$ cat src/inc/acx_cfg.svh
// constants of the converter control block: register indexes, fields,
// reset values and clock divider terminal counts.
// assumes a 32-bit ahb-lite bus where byte address = 4 * register index.
//
// Functional notes
// - port config value n turns the lowest n port lines into analog inputs, and value seven turns all eight.
// - the channel select value picks which analog input drives the converter.
// - result bits 9..2 fill the high byte and bits 1..0 sit in bits 7..6 of the low byte.
// - clock select 01 runs the converter at the system clock divided by eight.
// - a rising start edge resets the converter and sets the pending flag, the falling edge starts conversion.
// - the pending flag clears when a conversion finishes and the result bytes are valid.
// - a port config of zero powers the converter off and needs no start pulse.
`ifndef ACX_CFG_SVH
`define ACX_CFG_SVH

// register indexes
`define ACX_IDX_RES_LO    8'h24
`define ACX_IDX_RES_HI    8'h25
`define ACX_IDX_CTRL      8'h26
`define ACX_IDX_CLKSEL    8'h27
`define ACX_IDX_IRQ_STS   8'h28
`define ACX_IDX_IRQ_MSK   8'h29

// control register fields
`define ACX_CTRL_CHAN_LSB 0
`define ACX_CTRL_PCFG_LSB 3
`define ACX_CTRL_EOC_BIT  6
`define ACX_CTRL_STRT_BIT 7
`define ACX_CTRL_RST      8'h40

// clock select register fields
`define ACX_CLKSEL_TEST   7
`define ACX_CLKSEL_RST    8'h00
`define ACX_CLK_DIV2      2'h0
`define ACX_CLK_DIV8      2'h1
`define ACX_CLK_DIV32     2'h2

// divider terminal counts (divide ratio minus one)
`define ACX_TERM_DIV2     5'h01
`define ACX_TERM_DIV8     5'h07
`define ACX_TERM_DIV32    5'h1f

// interrupt bits
`define ACX_IRQ_DONE      0
`define ACX_IRQ_RESTART   1
`define ACX_IRQ_RST       2'h0

// result width and low byte pad
`define ACX_RES_BITS      10
`define ACX_LO_PAD        6'h00

`endif

$ cat src/inc/acx_pkg.sv
// types of the converter control block.
// assumes acx_cfg.svh holds every number.
package acx_pkg;

   // successive approximation sequencer states
   typedef enum logic [1:0]
   {
      ACX_SAR_IDLE,
      ACX_SAR_SAMPLE,
      ACX_SAR_TRIAL
   } acx_sar_state_t;

endpackage

$ cat src/rtl/acx_ctrl.sv
// ahb-lite register slave and control of the eight-channel converter.
// assumes a single ahb-lite master, the analog mux, sample switch and
// dac outside, and a comparator output arriving asynchronously.
`timescale 1ns/1ps
`include "acx_cfg.svh"
module acx_ctrl
   import acx_pkg::*;
#(
   parameter int RES_W = `ACX_RES_BITS
)
(
   input  wire logic              hclk,
   input  wire logic              hresetn,
   input  wire logic              hsel,
   input  wire logic [31:0]       haddr,
   input  wire logic [1:0]        htrans,
   input  wire logic              hwrite,
   input  wire logic [2:0]        hsize,
   input  wire logic [31:0]       hwdata,
   input  wire logic              hready,
   output logic                   hreadyout,
   output logic                   hresp,
   output logic [31:0]            hrdata,
   input  wire logic              cmp_in,
   output logic [7:0]             analog_en,
   output logic [2:0]             chan_mux,
   output logic                   conv_power,
   output logic                   conv_sample,
   output logic [RES_W-1:0]       dac_code,
   output logic                   irq
);
   // control reset word, so the flag's reset value comes from its bit
   localparam logic [7:0] CTRL_RST = `ACX_CTRL_RST;

   // bus state
   logic              rd_pend_q, rd_pend_d;
   logic              wr_pend_q, wr_pend_d;
   logic [7:0]        aidx_q, aidx_d;
   logic              ahit_q, ahit_d;
   logic              ready_q, ready_d;
   logic [31:0]       rdata_q, rdata_d;
   // register state
   logic [2:0]        chan_q, chan_d;
   logic [2:0]        pcfg_q, pcfg_d;
   logic              pend_q, pend_d;
   logic              start_q, start_d;
   logic              start_old_q;
   logic [7:0]        clksel_q, clksel_d;
   logic [1:0]        sts_q, sts_d;
   logic [1:0]        msk_q, msk_d;
   logic              irq_q;
   logic [7:0]        ana_q, ana_d;
   // converter clock and comparator
   logic [4:0]        div_q, div_d;
   logic [4:0]        term;
   logic              cmp_s1_q, cmp_s2_q;
   // converter control
   logic              accept, wr_now, start_rise, start_fall;
   logic              go, abort, step_en, powered;
   logic              sar_done;
   logic [RES_W-1:0]  result;
   logic [7:0]        ctrl_rd;

   acx_sar #(.WIDTH(RES_W)) u_sar
   (
      .hclk     (hclk),
      .hresetn  (hresetn),
      .step_en  (step_en),
      .go       (go),
      .abort    (abort),
      .cmp_hi   (cmp_s2_q),
      .dac_q    (dac_code),
      .sample_q (conv_sample),
      .done_q   (sar_done),
      .result_q (result)
   );

   // start edges and converter hold; zero config means powered off
   assign powered    = (pcfg_q != 3'h0);
   assign start_rise = start_q & ~start_old_q;
   assign start_fall = ~start_q & start_old_q;
   assign go         = start_fall & powered;
   assign abort      = start_q | ~powered;
   assign accept     = hsel & hready & htrans[1];
   assign wr_now     = wr_pend_q & ahit_q;
   assign ctrl_rd    = {start_q, pend_q, pcfg_q, chan_q};

   // divider terminal from the clock select field
   always_comb
   begin
      case (clksel_q[1:0])
         `ACX_CLK_DIV2:  term = `ACX_TERM_DIV2;
         `ACX_CLK_DIV8:  term = `ACX_TERM_DIV8;
         default:        term = `ACX_TERM_DIV32;  // 11 taken as /32
      endcase
   end
   assign step_en = (div_q == term);

   // bus next state: writes take no wait, reads take one so that a read
   // right after a write sees the written value
   always_comb
   begin
      rd_pend_d = 1'b0;
      wr_pend_d = 1'b0;
      aidx_d    = aidx_q;
      ahit_d    = ahit_q;
      ready_d   = 1'b1;
      rdata_d   = rdata_q;
      if (rd_pend_q && !ready_q)
      begin
         rdata_d = 32'h0000_0000;
         if (ahit_q)
         begin
            case (aidx_q)
               `ACX_IDX_RES_LO:  rdata_d[7:0] = {result[1:0], `ACX_LO_PAD};
               `ACX_IDX_RES_HI:  rdata_d[7:0] = result[RES_W-1:2];
               `ACX_IDX_CTRL:    rdata_d[7:0] = ctrl_rd;
               `ACX_IDX_CLKSEL:
               begin
                  rdata_d[7:0] = {clksel_q[7], 5'h00, clksel_q[1:0]};
               end
               `ACX_IDX_IRQ_STS: rdata_d[1:0] = sts_q;
               `ACX_IDX_IRQ_MSK: rdata_d[1:0] = msk_q;
               default:          rdata_d      = 32'h0000_0000;
            endcase
         end
      end
      else if (accept)
      begin
         aidx_d    = haddr[9:2];
         ahit_d    = (haddr[31:10] == 22'h00_0000) && (haddr[1:0] == 2'h0);
         rd_pend_d = ~hwrite;
         wr_pend_d = hwrite;
         ready_d   = hwrite;
      end
   end

   // register next state
   always_comb
   begin
      chan_d   = chan_q;
      pcfg_d   = pcfg_q;
      start_d  = start_q;
      clksel_d = clksel_q;
      msk_d    = msk_q;
      pend_d   = pend_q;
      sts_d    = sts_q;
      if (wr_now && aidx_q == `ACX_IDX_CTRL)
      begin
         // config change leaves the flag stale until a start pulse
         chan_d  = hwdata[`ACX_CTRL_CHAN_LSB +: 3];
         pcfg_d  = hwdata[`ACX_CTRL_PCFG_LSB +: 3];
         start_d = hwdata[`ACX_CTRL_STRT_BIT];
      end
      if (wr_now && aidx_q == `ACX_IDX_CLKSEL)
         clksel_d = {hwdata[`ACX_CLKSEL_TEST], 5'h00, hwdata[1:0]};
      if (wr_now && aidx_q == `ACX_IDX_IRQ_MSK)
         msk_d = hwdata[1:0];
      if (wr_now && aidx_q == `ACX_IDX_IRQ_STS)
         sts_d = sts_q & ~hwdata[1:0];
      // events set after the clear so a same-cycle event is kept
      if (sar_done)
         sts_d[`ACX_IRQ_DONE] = 1'b1;
      if (start_rise)
         sts_d[`ACX_IRQ_RESTART] = 1'b1;
      // flag polled by software until zero
      if (start_rise)
         pend_d = 1'b1;
      else if (sar_done)
         pend_d = 1'b0;
   end

   // lines below the config value go analog, seven means all eight
   always_comb
   begin
      for (int i = 0; i < 8; i++)
         ana_d[i] = (pcfg_d == 3'h7) || (i < int'(pcfg_d));
   end

   // converter clock enable; stalls while the converter is held
   always_comb
   begin
      if (abort || step_en)
         div_d = 5'h00;
      else
         div_d = div_q + 5'h01;
   end

   // bus registers
   always_ff @(posedge hclk or negedge hresetn)
   begin
      if (!hresetn)
      begin
         rd_pend_q <= 1'b0;
         wr_pend_q <= 1'b0;
         aidx_q    <= 8'h00;
         ahit_q    <= 1'b0;
         ready_q   <= 1'b1;
         rdata_q   <= 32'h0000_0000;
      end
      else
      begin
         rd_pend_q <= rd_pend_d;
         wr_pend_q <= wr_pend_d;
         aidx_q    <= aidx_d;
         ahit_q    <= ahit_d;
         ready_q   <= ready_d;
         rdata_q   <= rdata_d;
      end
   end

   // control registers and outputs
   always_ff @(posedge hclk or negedge hresetn)
   begin
      if (!hresetn)
      begin
         chan_q      <= 3'h0;
         pcfg_q      <= 3'h0;
         start_q     <= 1'b0;
         start_old_q <= 1'b0;
         pend_q      <= CTRL_RST[`ACX_CTRL_EOC_BIT];
         clksel_q    <= `ACX_CLKSEL_RST;
         sts_q       <= `ACX_IRQ_RST;
         msk_q       <= `ACX_IRQ_RST;
         irq_q       <= 1'b0;
         ana_q       <= 8'h00;
         div_q       <= 5'h00;
         cmp_s1_q    <= 1'b0;
         cmp_s2_q    <= 1'b0;
      end
      else
      begin
         chan_q      <= chan_d;
         pcfg_q      <= pcfg_d;
         start_q     <= start_d;
         start_old_q <= start_q;
         pend_q      <= pend_d;
         clksel_q    <= clksel_d;
         sts_q       <= sts_d;
         msk_q       <= msk_d;
         irq_q       <= |(sts_d & msk_d);
         ana_q       <= ana_d;
         div_q       <= div_d;
         cmp_s1_q    <= cmp_in;
         cmp_s2_q    <= cmp_s1_q;
      end
   end

   // outputs straight from flops, hresp tied to okay; the mux follows the select
   assign hreadyout  = ready_q;
   assign hresp      = 1'b0;   // always okay
   assign hrdata     = rdata_q;
   assign analog_en  = ana_q;
   assign chan_mux   = chan_q;
   assign conv_power = ~ana_q[0] ? 1'b0 : 1'b1;
   assign irq        = irq_q;
endmodule // acx_ctrl

$ cat src/rtl/acx_sar.sv
// successive approximation sequencer of the converter.
// assumes step_en is a one-cycle pulse of the converter clock and cmp_hi
// is already synchronised to hclk.
`timescale 1ns/1ps
module acx_sar
   import acx_pkg::*;
#(
   parameter int WIDTH = 10
)
(
   input  wire logic             hclk,
   input  wire logic             hresetn,
   input  wire logic             step_en,
   input  wire logic             go,
   input  wire logic             abort,
   input  wire logic             cmp_hi,
   output logic [WIDTH-1:0]      dac_q,
   output logic                  sample_q,
   output logic                  done_q,
   output logic [WIDTH-1:0]      result_q
);
   localparam int IW = $clog2(WIDTH);

   acx_sar_state_t    state_q;
   acx_sar_state_t    state_d;
   logic [IW-1:0]     idx_q;
   logic [IW-1:0]     idx_d;
   logic [WIDTH-1:0]  dac_d;
   logic [WIDTH-1:0]  result_d;
   logic [WIDTH-1:0]  trial;
   logic              sample_d;
   logic              done_d;

   // next state: one sample step, then one trial bit per step, msb first
   always_comb
   begin
      state_d  = state_q;
      idx_d    = idx_q;
      dac_d    = dac_q;
      result_d = result_q;
      sample_d = sample_q;
      done_d   = 1'b0;
      trial    = dac_q;
      if (abort)
      begin
         state_d  = ACX_SAR_IDLE;  // converter held in reset
         dac_d    = '0;
         sample_d = 1'b0;
      end
      else
      begin
         case (state_q)
            ACX_SAR_IDLE:
            begin
               if (go)
               begin
                  state_d  = ACX_SAR_SAMPLE;
                  sample_d = 1'b1;
                  dac_d    = '0;
               end
            end
            ACX_SAR_SAMPLE:
            begin
               if (step_en)
               begin
                  sample_d            = 1'b0;
                  idx_d               = IW'(WIDTH - 1);
                  dac_d               = '0;
                  dac_d[WIDTH-1]      = 1'b1;
                  state_d             = ACX_SAR_TRIAL;
               end
            end
            ACX_SAR_TRIAL:
            begin
               if (step_en)
               begin
                  // keep the trial bit only while the input is at or above it
                  if (!cmp_hi)
                     trial[idx_q] = 1'b0;
                  if (idx_q == '0)
                  begin
                     result_d = trial;   // held until next finish
                     done_d   = 1'b1;
                     state_d  = ACX_SAR_IDLE;
                  end
                  else
                  begin
                     idx_d               = idx_q - 1'b1;
                     trial[idx_q - 1'b1] = 1'b1;
                  end
                  dac_d = trial;
               end
            end
            default:
            begin
               state_d = ACX_SAR_IDLE;
            end
         endcase
      end
   end

   // sequencer registers
   always_ff @(posedge hclk or negedge hresetn)
   begin
      if (!hresetn)
      begin
         state_q  <= ACX_SAR_IDLE;
         idx_q    <= '0;
         dac_q    <= '0;
         result_q <= '0;
         sample_q <= 1'b0;
         done_q   <= 1'b0;
      end
      else
      begin
         state_q  <= state_d;
         idx_q    <= idx_d;
         dac_q    <= dac_d;
         result_q <= result_d;
         sample_q <= sample_d;
         done_q   <= done_d;
      end
   end
endmodule // acx_sar

$ cat config.mk
export PLATFORM = sky130hd
export DESIGN_NAME = acx_ctrl
export DESIGN_NICKNAME = d
export VERILOG_FILES = /design/src/inc/acx_pkg.sv /design/src/rtl/acx_ctrl.sv /design/src/rtl/acx_sar.sv
export VERILOG_INCLUDE_DIRS = /design/src /design/src/inc
export SDC_FILE = /design/constraint.sdc
export NUM_CORES = 1
export LEC_CHECK = 0
export ABC_AREA = 1
export BUFFER_PORTS_ARGS = -buffer_cell sky130_fd_sc_hd__buf_2
export CELL_PAD_IN_SITES_DETAIL_PLACEMENT = 0
export CELL_PAD_IN_SITES_GLOBAL_PLACEMENT = 1
export CORE_UTILIZATION = 35
export CTS_CLUSTER_DIAMETER = 100
export CTS_CLUSTER_SIZE = 14
export DETAILED_ROUTE_END_ITERATION = 8
export PLACE_DENSITY = 0.88
export SKIP_CTS_REPAIR_TIMING = 1
export SYNTH_ARGS = -nofsm -noshare
export SYNTH_HDL_FRONTEND = slang
export SYNTH_SLANG_ARGS = --single-unit
$ cat constraint.sdc
create_clock -name hclk -period 1.96 [get_ports hclk]
set_input_delay 0.196 -clock hclk [delete_from_list [all_inputs] [get_ports hclk]]
set_output_delay 0.196 -clock hclk [all_outputs]
set_load 0.03 [all_outputs]
==> impl_metrics.toml <==
[pwr]
power-per-cell-area_nw_per_um2 = 820
p_seq_share_pct = 40.6
power_switching_uw = 898
combPwrFrac_pct = 6.5
p_total_uw = 4150
intPower_uw = 3250
leakagePower_uw = 0.00264
switching_share_pct = 21.6
pwr-share-clk_pct = 52.9
vdd_drop_max_mv = 0.644

[worst_setup_path]
crit-reg2reg-capture = "u_sar.dac_q[2]$_DFFE_PN0P_"
crit_required_ns = 2.24
r2r_cells = 10
rrSetupSlack_ns = 0.23
crit_fanout = 8
cp-end-kind = "register"
r2r-start = "u_sar.idx_q[0]$_DFFE_PN0P_"
start_kind = "register"
crit_start = "u_sar.idx_q[0]$_DFFE_PN0P_"
cp.arrival_ns = 2.01
critPathKind = "register to register"

[synth]
synth_edf_count = 0
synth_ff_type = "dfrtp_1"
syn_area_um2 = 4150
synth_top_cells_by_count = "156 x nand2_1, 77 x dfrtp_1, 62 x inv_1"
ys_ff_latch = 79
synth_cells = 516
yosysSeqAreaShare_pct = 47.7
postSynthAreaPerCell_um2 = 8.04
synth_area_leader_cell = "dfrtp_1"
ys_types = 34
async_flop_share_pct = 100
synth_most_common_cell = "nand2_1"
yosys.area.top_type_share_pct = 46.4
synthTopCellsByArea = "dfrtp_1 46%, nand2_1 14%, inv_1 5.6%"
ys_warn_count = 0

[drt]
drtIter0Drc = 211
drc = 0
viasPerCell = 4.67
routedWlPerCell_um = 11.8
drtAntennaViolNets = 0
drt_first_pass_iters = 5
dr_total_vias = 3528
wl_mm = 8.95

[sta]
rsz0062_at_grt = "false"
timing.final.crit_share_pct = 88.1
hold_violations = 0
fin_crit_ns = 1.73
skew_ns = 0.00867
finalMaxSlewViolations = 0
setup_slack_ns = 0.233
setup_viol = 0
tns_ns = 0
max_freq_mhz = 579

[clock_network]
cts_buffer_depth = 2
cts.sinks = 79
cts_buffers = 9
ctsHtreeMaxLevel = 3
cts-root-buf = "clkbuf_16"
cts_tree = "yes"
clk_latency_ns = 0.34
path_clk_slew_ns = 0.06

[placement]
hpwl_mm = 6.83
place_ws_ns = 0.196
placedCellCount = 737
place_congestion = 0.903
port_buffers = 78

[cells_and_area]
n_fill_cell = 1156
antenna_cells = 0
layout.cells.non_filler = 755
area_delta_synth_final_pct = 21.9
drive_gt1_share_pct = 22.5
fin_nets = 691
final_util_pct = 44.1
seqCellArea_um2 = 1980
multi_input_area_um2 = 1770

[hold_path]
min_to = "rd_pend_q$_DFF_PN0_"
min_path_cells = 2
hp-start = "hwrite"
hold_class = "input port to register"

[grt]
grt_pass1_wl_mm = 15.3
grt_pass1_vias = 3431
grt_util_all_layers_pct = 15.4
grt-ovfl-total = 0
grt_max_degree = 35
antenna_found_initial = 0

[flow_run]
maxCapViolations = 0

[floorplanning]
die_h_um = 111
die-area_um2 = 12300
die-width_um = 111
row_count = 39
start_util_pct = 36.2
core-area_um2 = 11500
io_pins = 133

[status]
outcome = "complete, no violations"
[cell type report]
type                    instances  area share [%]
multi-input cells             362            35.0
clock inverters                 7            3.32
flip-flops and latches         79            39.1
well taps                     143            3.54
inverters                      67            4.97
repair buffers                 88            9.60
clock buffers                   9            4.45
[registers in the layout, indices dropped and copies added (netlist names), 3 cells and up]
name	cells
u_sar.dac_q	10
u_sar.result_q	10
aidx_q	8
hrdata	8
analog_en	7
div_q	5
u_sar.idx_q	4
chan_mux	3
clksel_q	3
pcfg_q	3
[layout by cell type (no fill, tap or decap), types with 2 or more instances in the layout]
cell type / n
o21ai_1: 3
clkinv_1: 2
o22ai_1: 2
inv_1: 62
buf_2: 77
clkbuf_16: 9
inv_2: 3
dlygate4sd3_1: 2
ha_1: 8
dfrtp_1: 77
nand2_1: 156
nand2_2: 9
xor2_1: 2
nand3_1: 26
bufinv_16: 5
dfstp_2: 2
a21oi_1: 13
nand3b_1: 2
nand4_1: 9
nand2_4: 2
nor2_4: 4
nor2_1: 41
buf_4: 8
o21ai_2: 11
nor4_1: 4
conb_1: 25
o21ai_0: 36
[routing by layer]
layer / routed length [um] / track usage (%) / up-vias / share of wire (%)
li1: - / - / 1760 / -
met2: 4290 / 25.4 / 110 / 48
met4: 135 / 5.33 / 0 / 1.5
met5: 0 / 0 / - / 0
met1: 3940 / 19.2 / 1645 / 44
met3: 572 / 4.54 / 13 / 6.4
[worst max-delay path by stage]
stage	to	slack, ns	cells past startpoint
3_5_place_dp	u_sar.dac_q[2]$_DFFE_PN0P_	0.20	10
6_report	u_sar.dac_q[2]$_DFFE_PN0P_	0.23	10
4_1_cts	u_sar.dac_q[2]$_DFFE_PN0P_	0.18	10
3_3_place_gp	u_sar.dac_q[2]$_DFFE_PN0P_	0.24	10
2_1_floorplan	u_sar.result_q[8]$_DFFE_PN0P_	0.40	9
5_1_grt	u_sar.dac_q[2]$_DFFE_PN0P_	0.03	10
[per-stage QoR]
step	cell area (um2)	hold slack [ns]
floorplan	4240	-0.0996
global placement	4640	0.173
detailed placement	4640	0.176
CTS	5030	-0.185
global route	5060	0.0593
finish	5060	0.0410
[power by group through the flow]
stage,Sequential [uW],Clock [uW],Combinational [uW]
after CTS,1680,2230,271
after global placement,1710,0,265
after global routing,1690,2310,301
final,1680,2200,269
after floorplan,1720,0,193
after detailed placement,1710,0,270
[kinds of logic after synthesis]
family                   count (synthesis)  share of synthesized area (%)
flip-flops                              79                           47.7
XOR/XNOR                                 3                          0.633
other                                    1                         0.0904
adder cells (fa/ha/maj)                  9                           2.71
AO/OA/AOI/OAI                           68                           9.53
buffers and inverters                   99                           11.9
AND/OR/NAND/NOR                        257                           27.4
[worst max-delay path, stage by stage, from the launching register on]
cell,delay (ns)
dfrtp_1,0.42
inv_1,0.13
ha_2,0.27
inv_1,0.07
nand2_1,0.06
nand2_1,0.10
inv_1,0.18
nand4_1,0.13
a21oi_1,0.16
nand2_1,0.07
nand2_1,0.07
(Power assumes the default switching activity.)
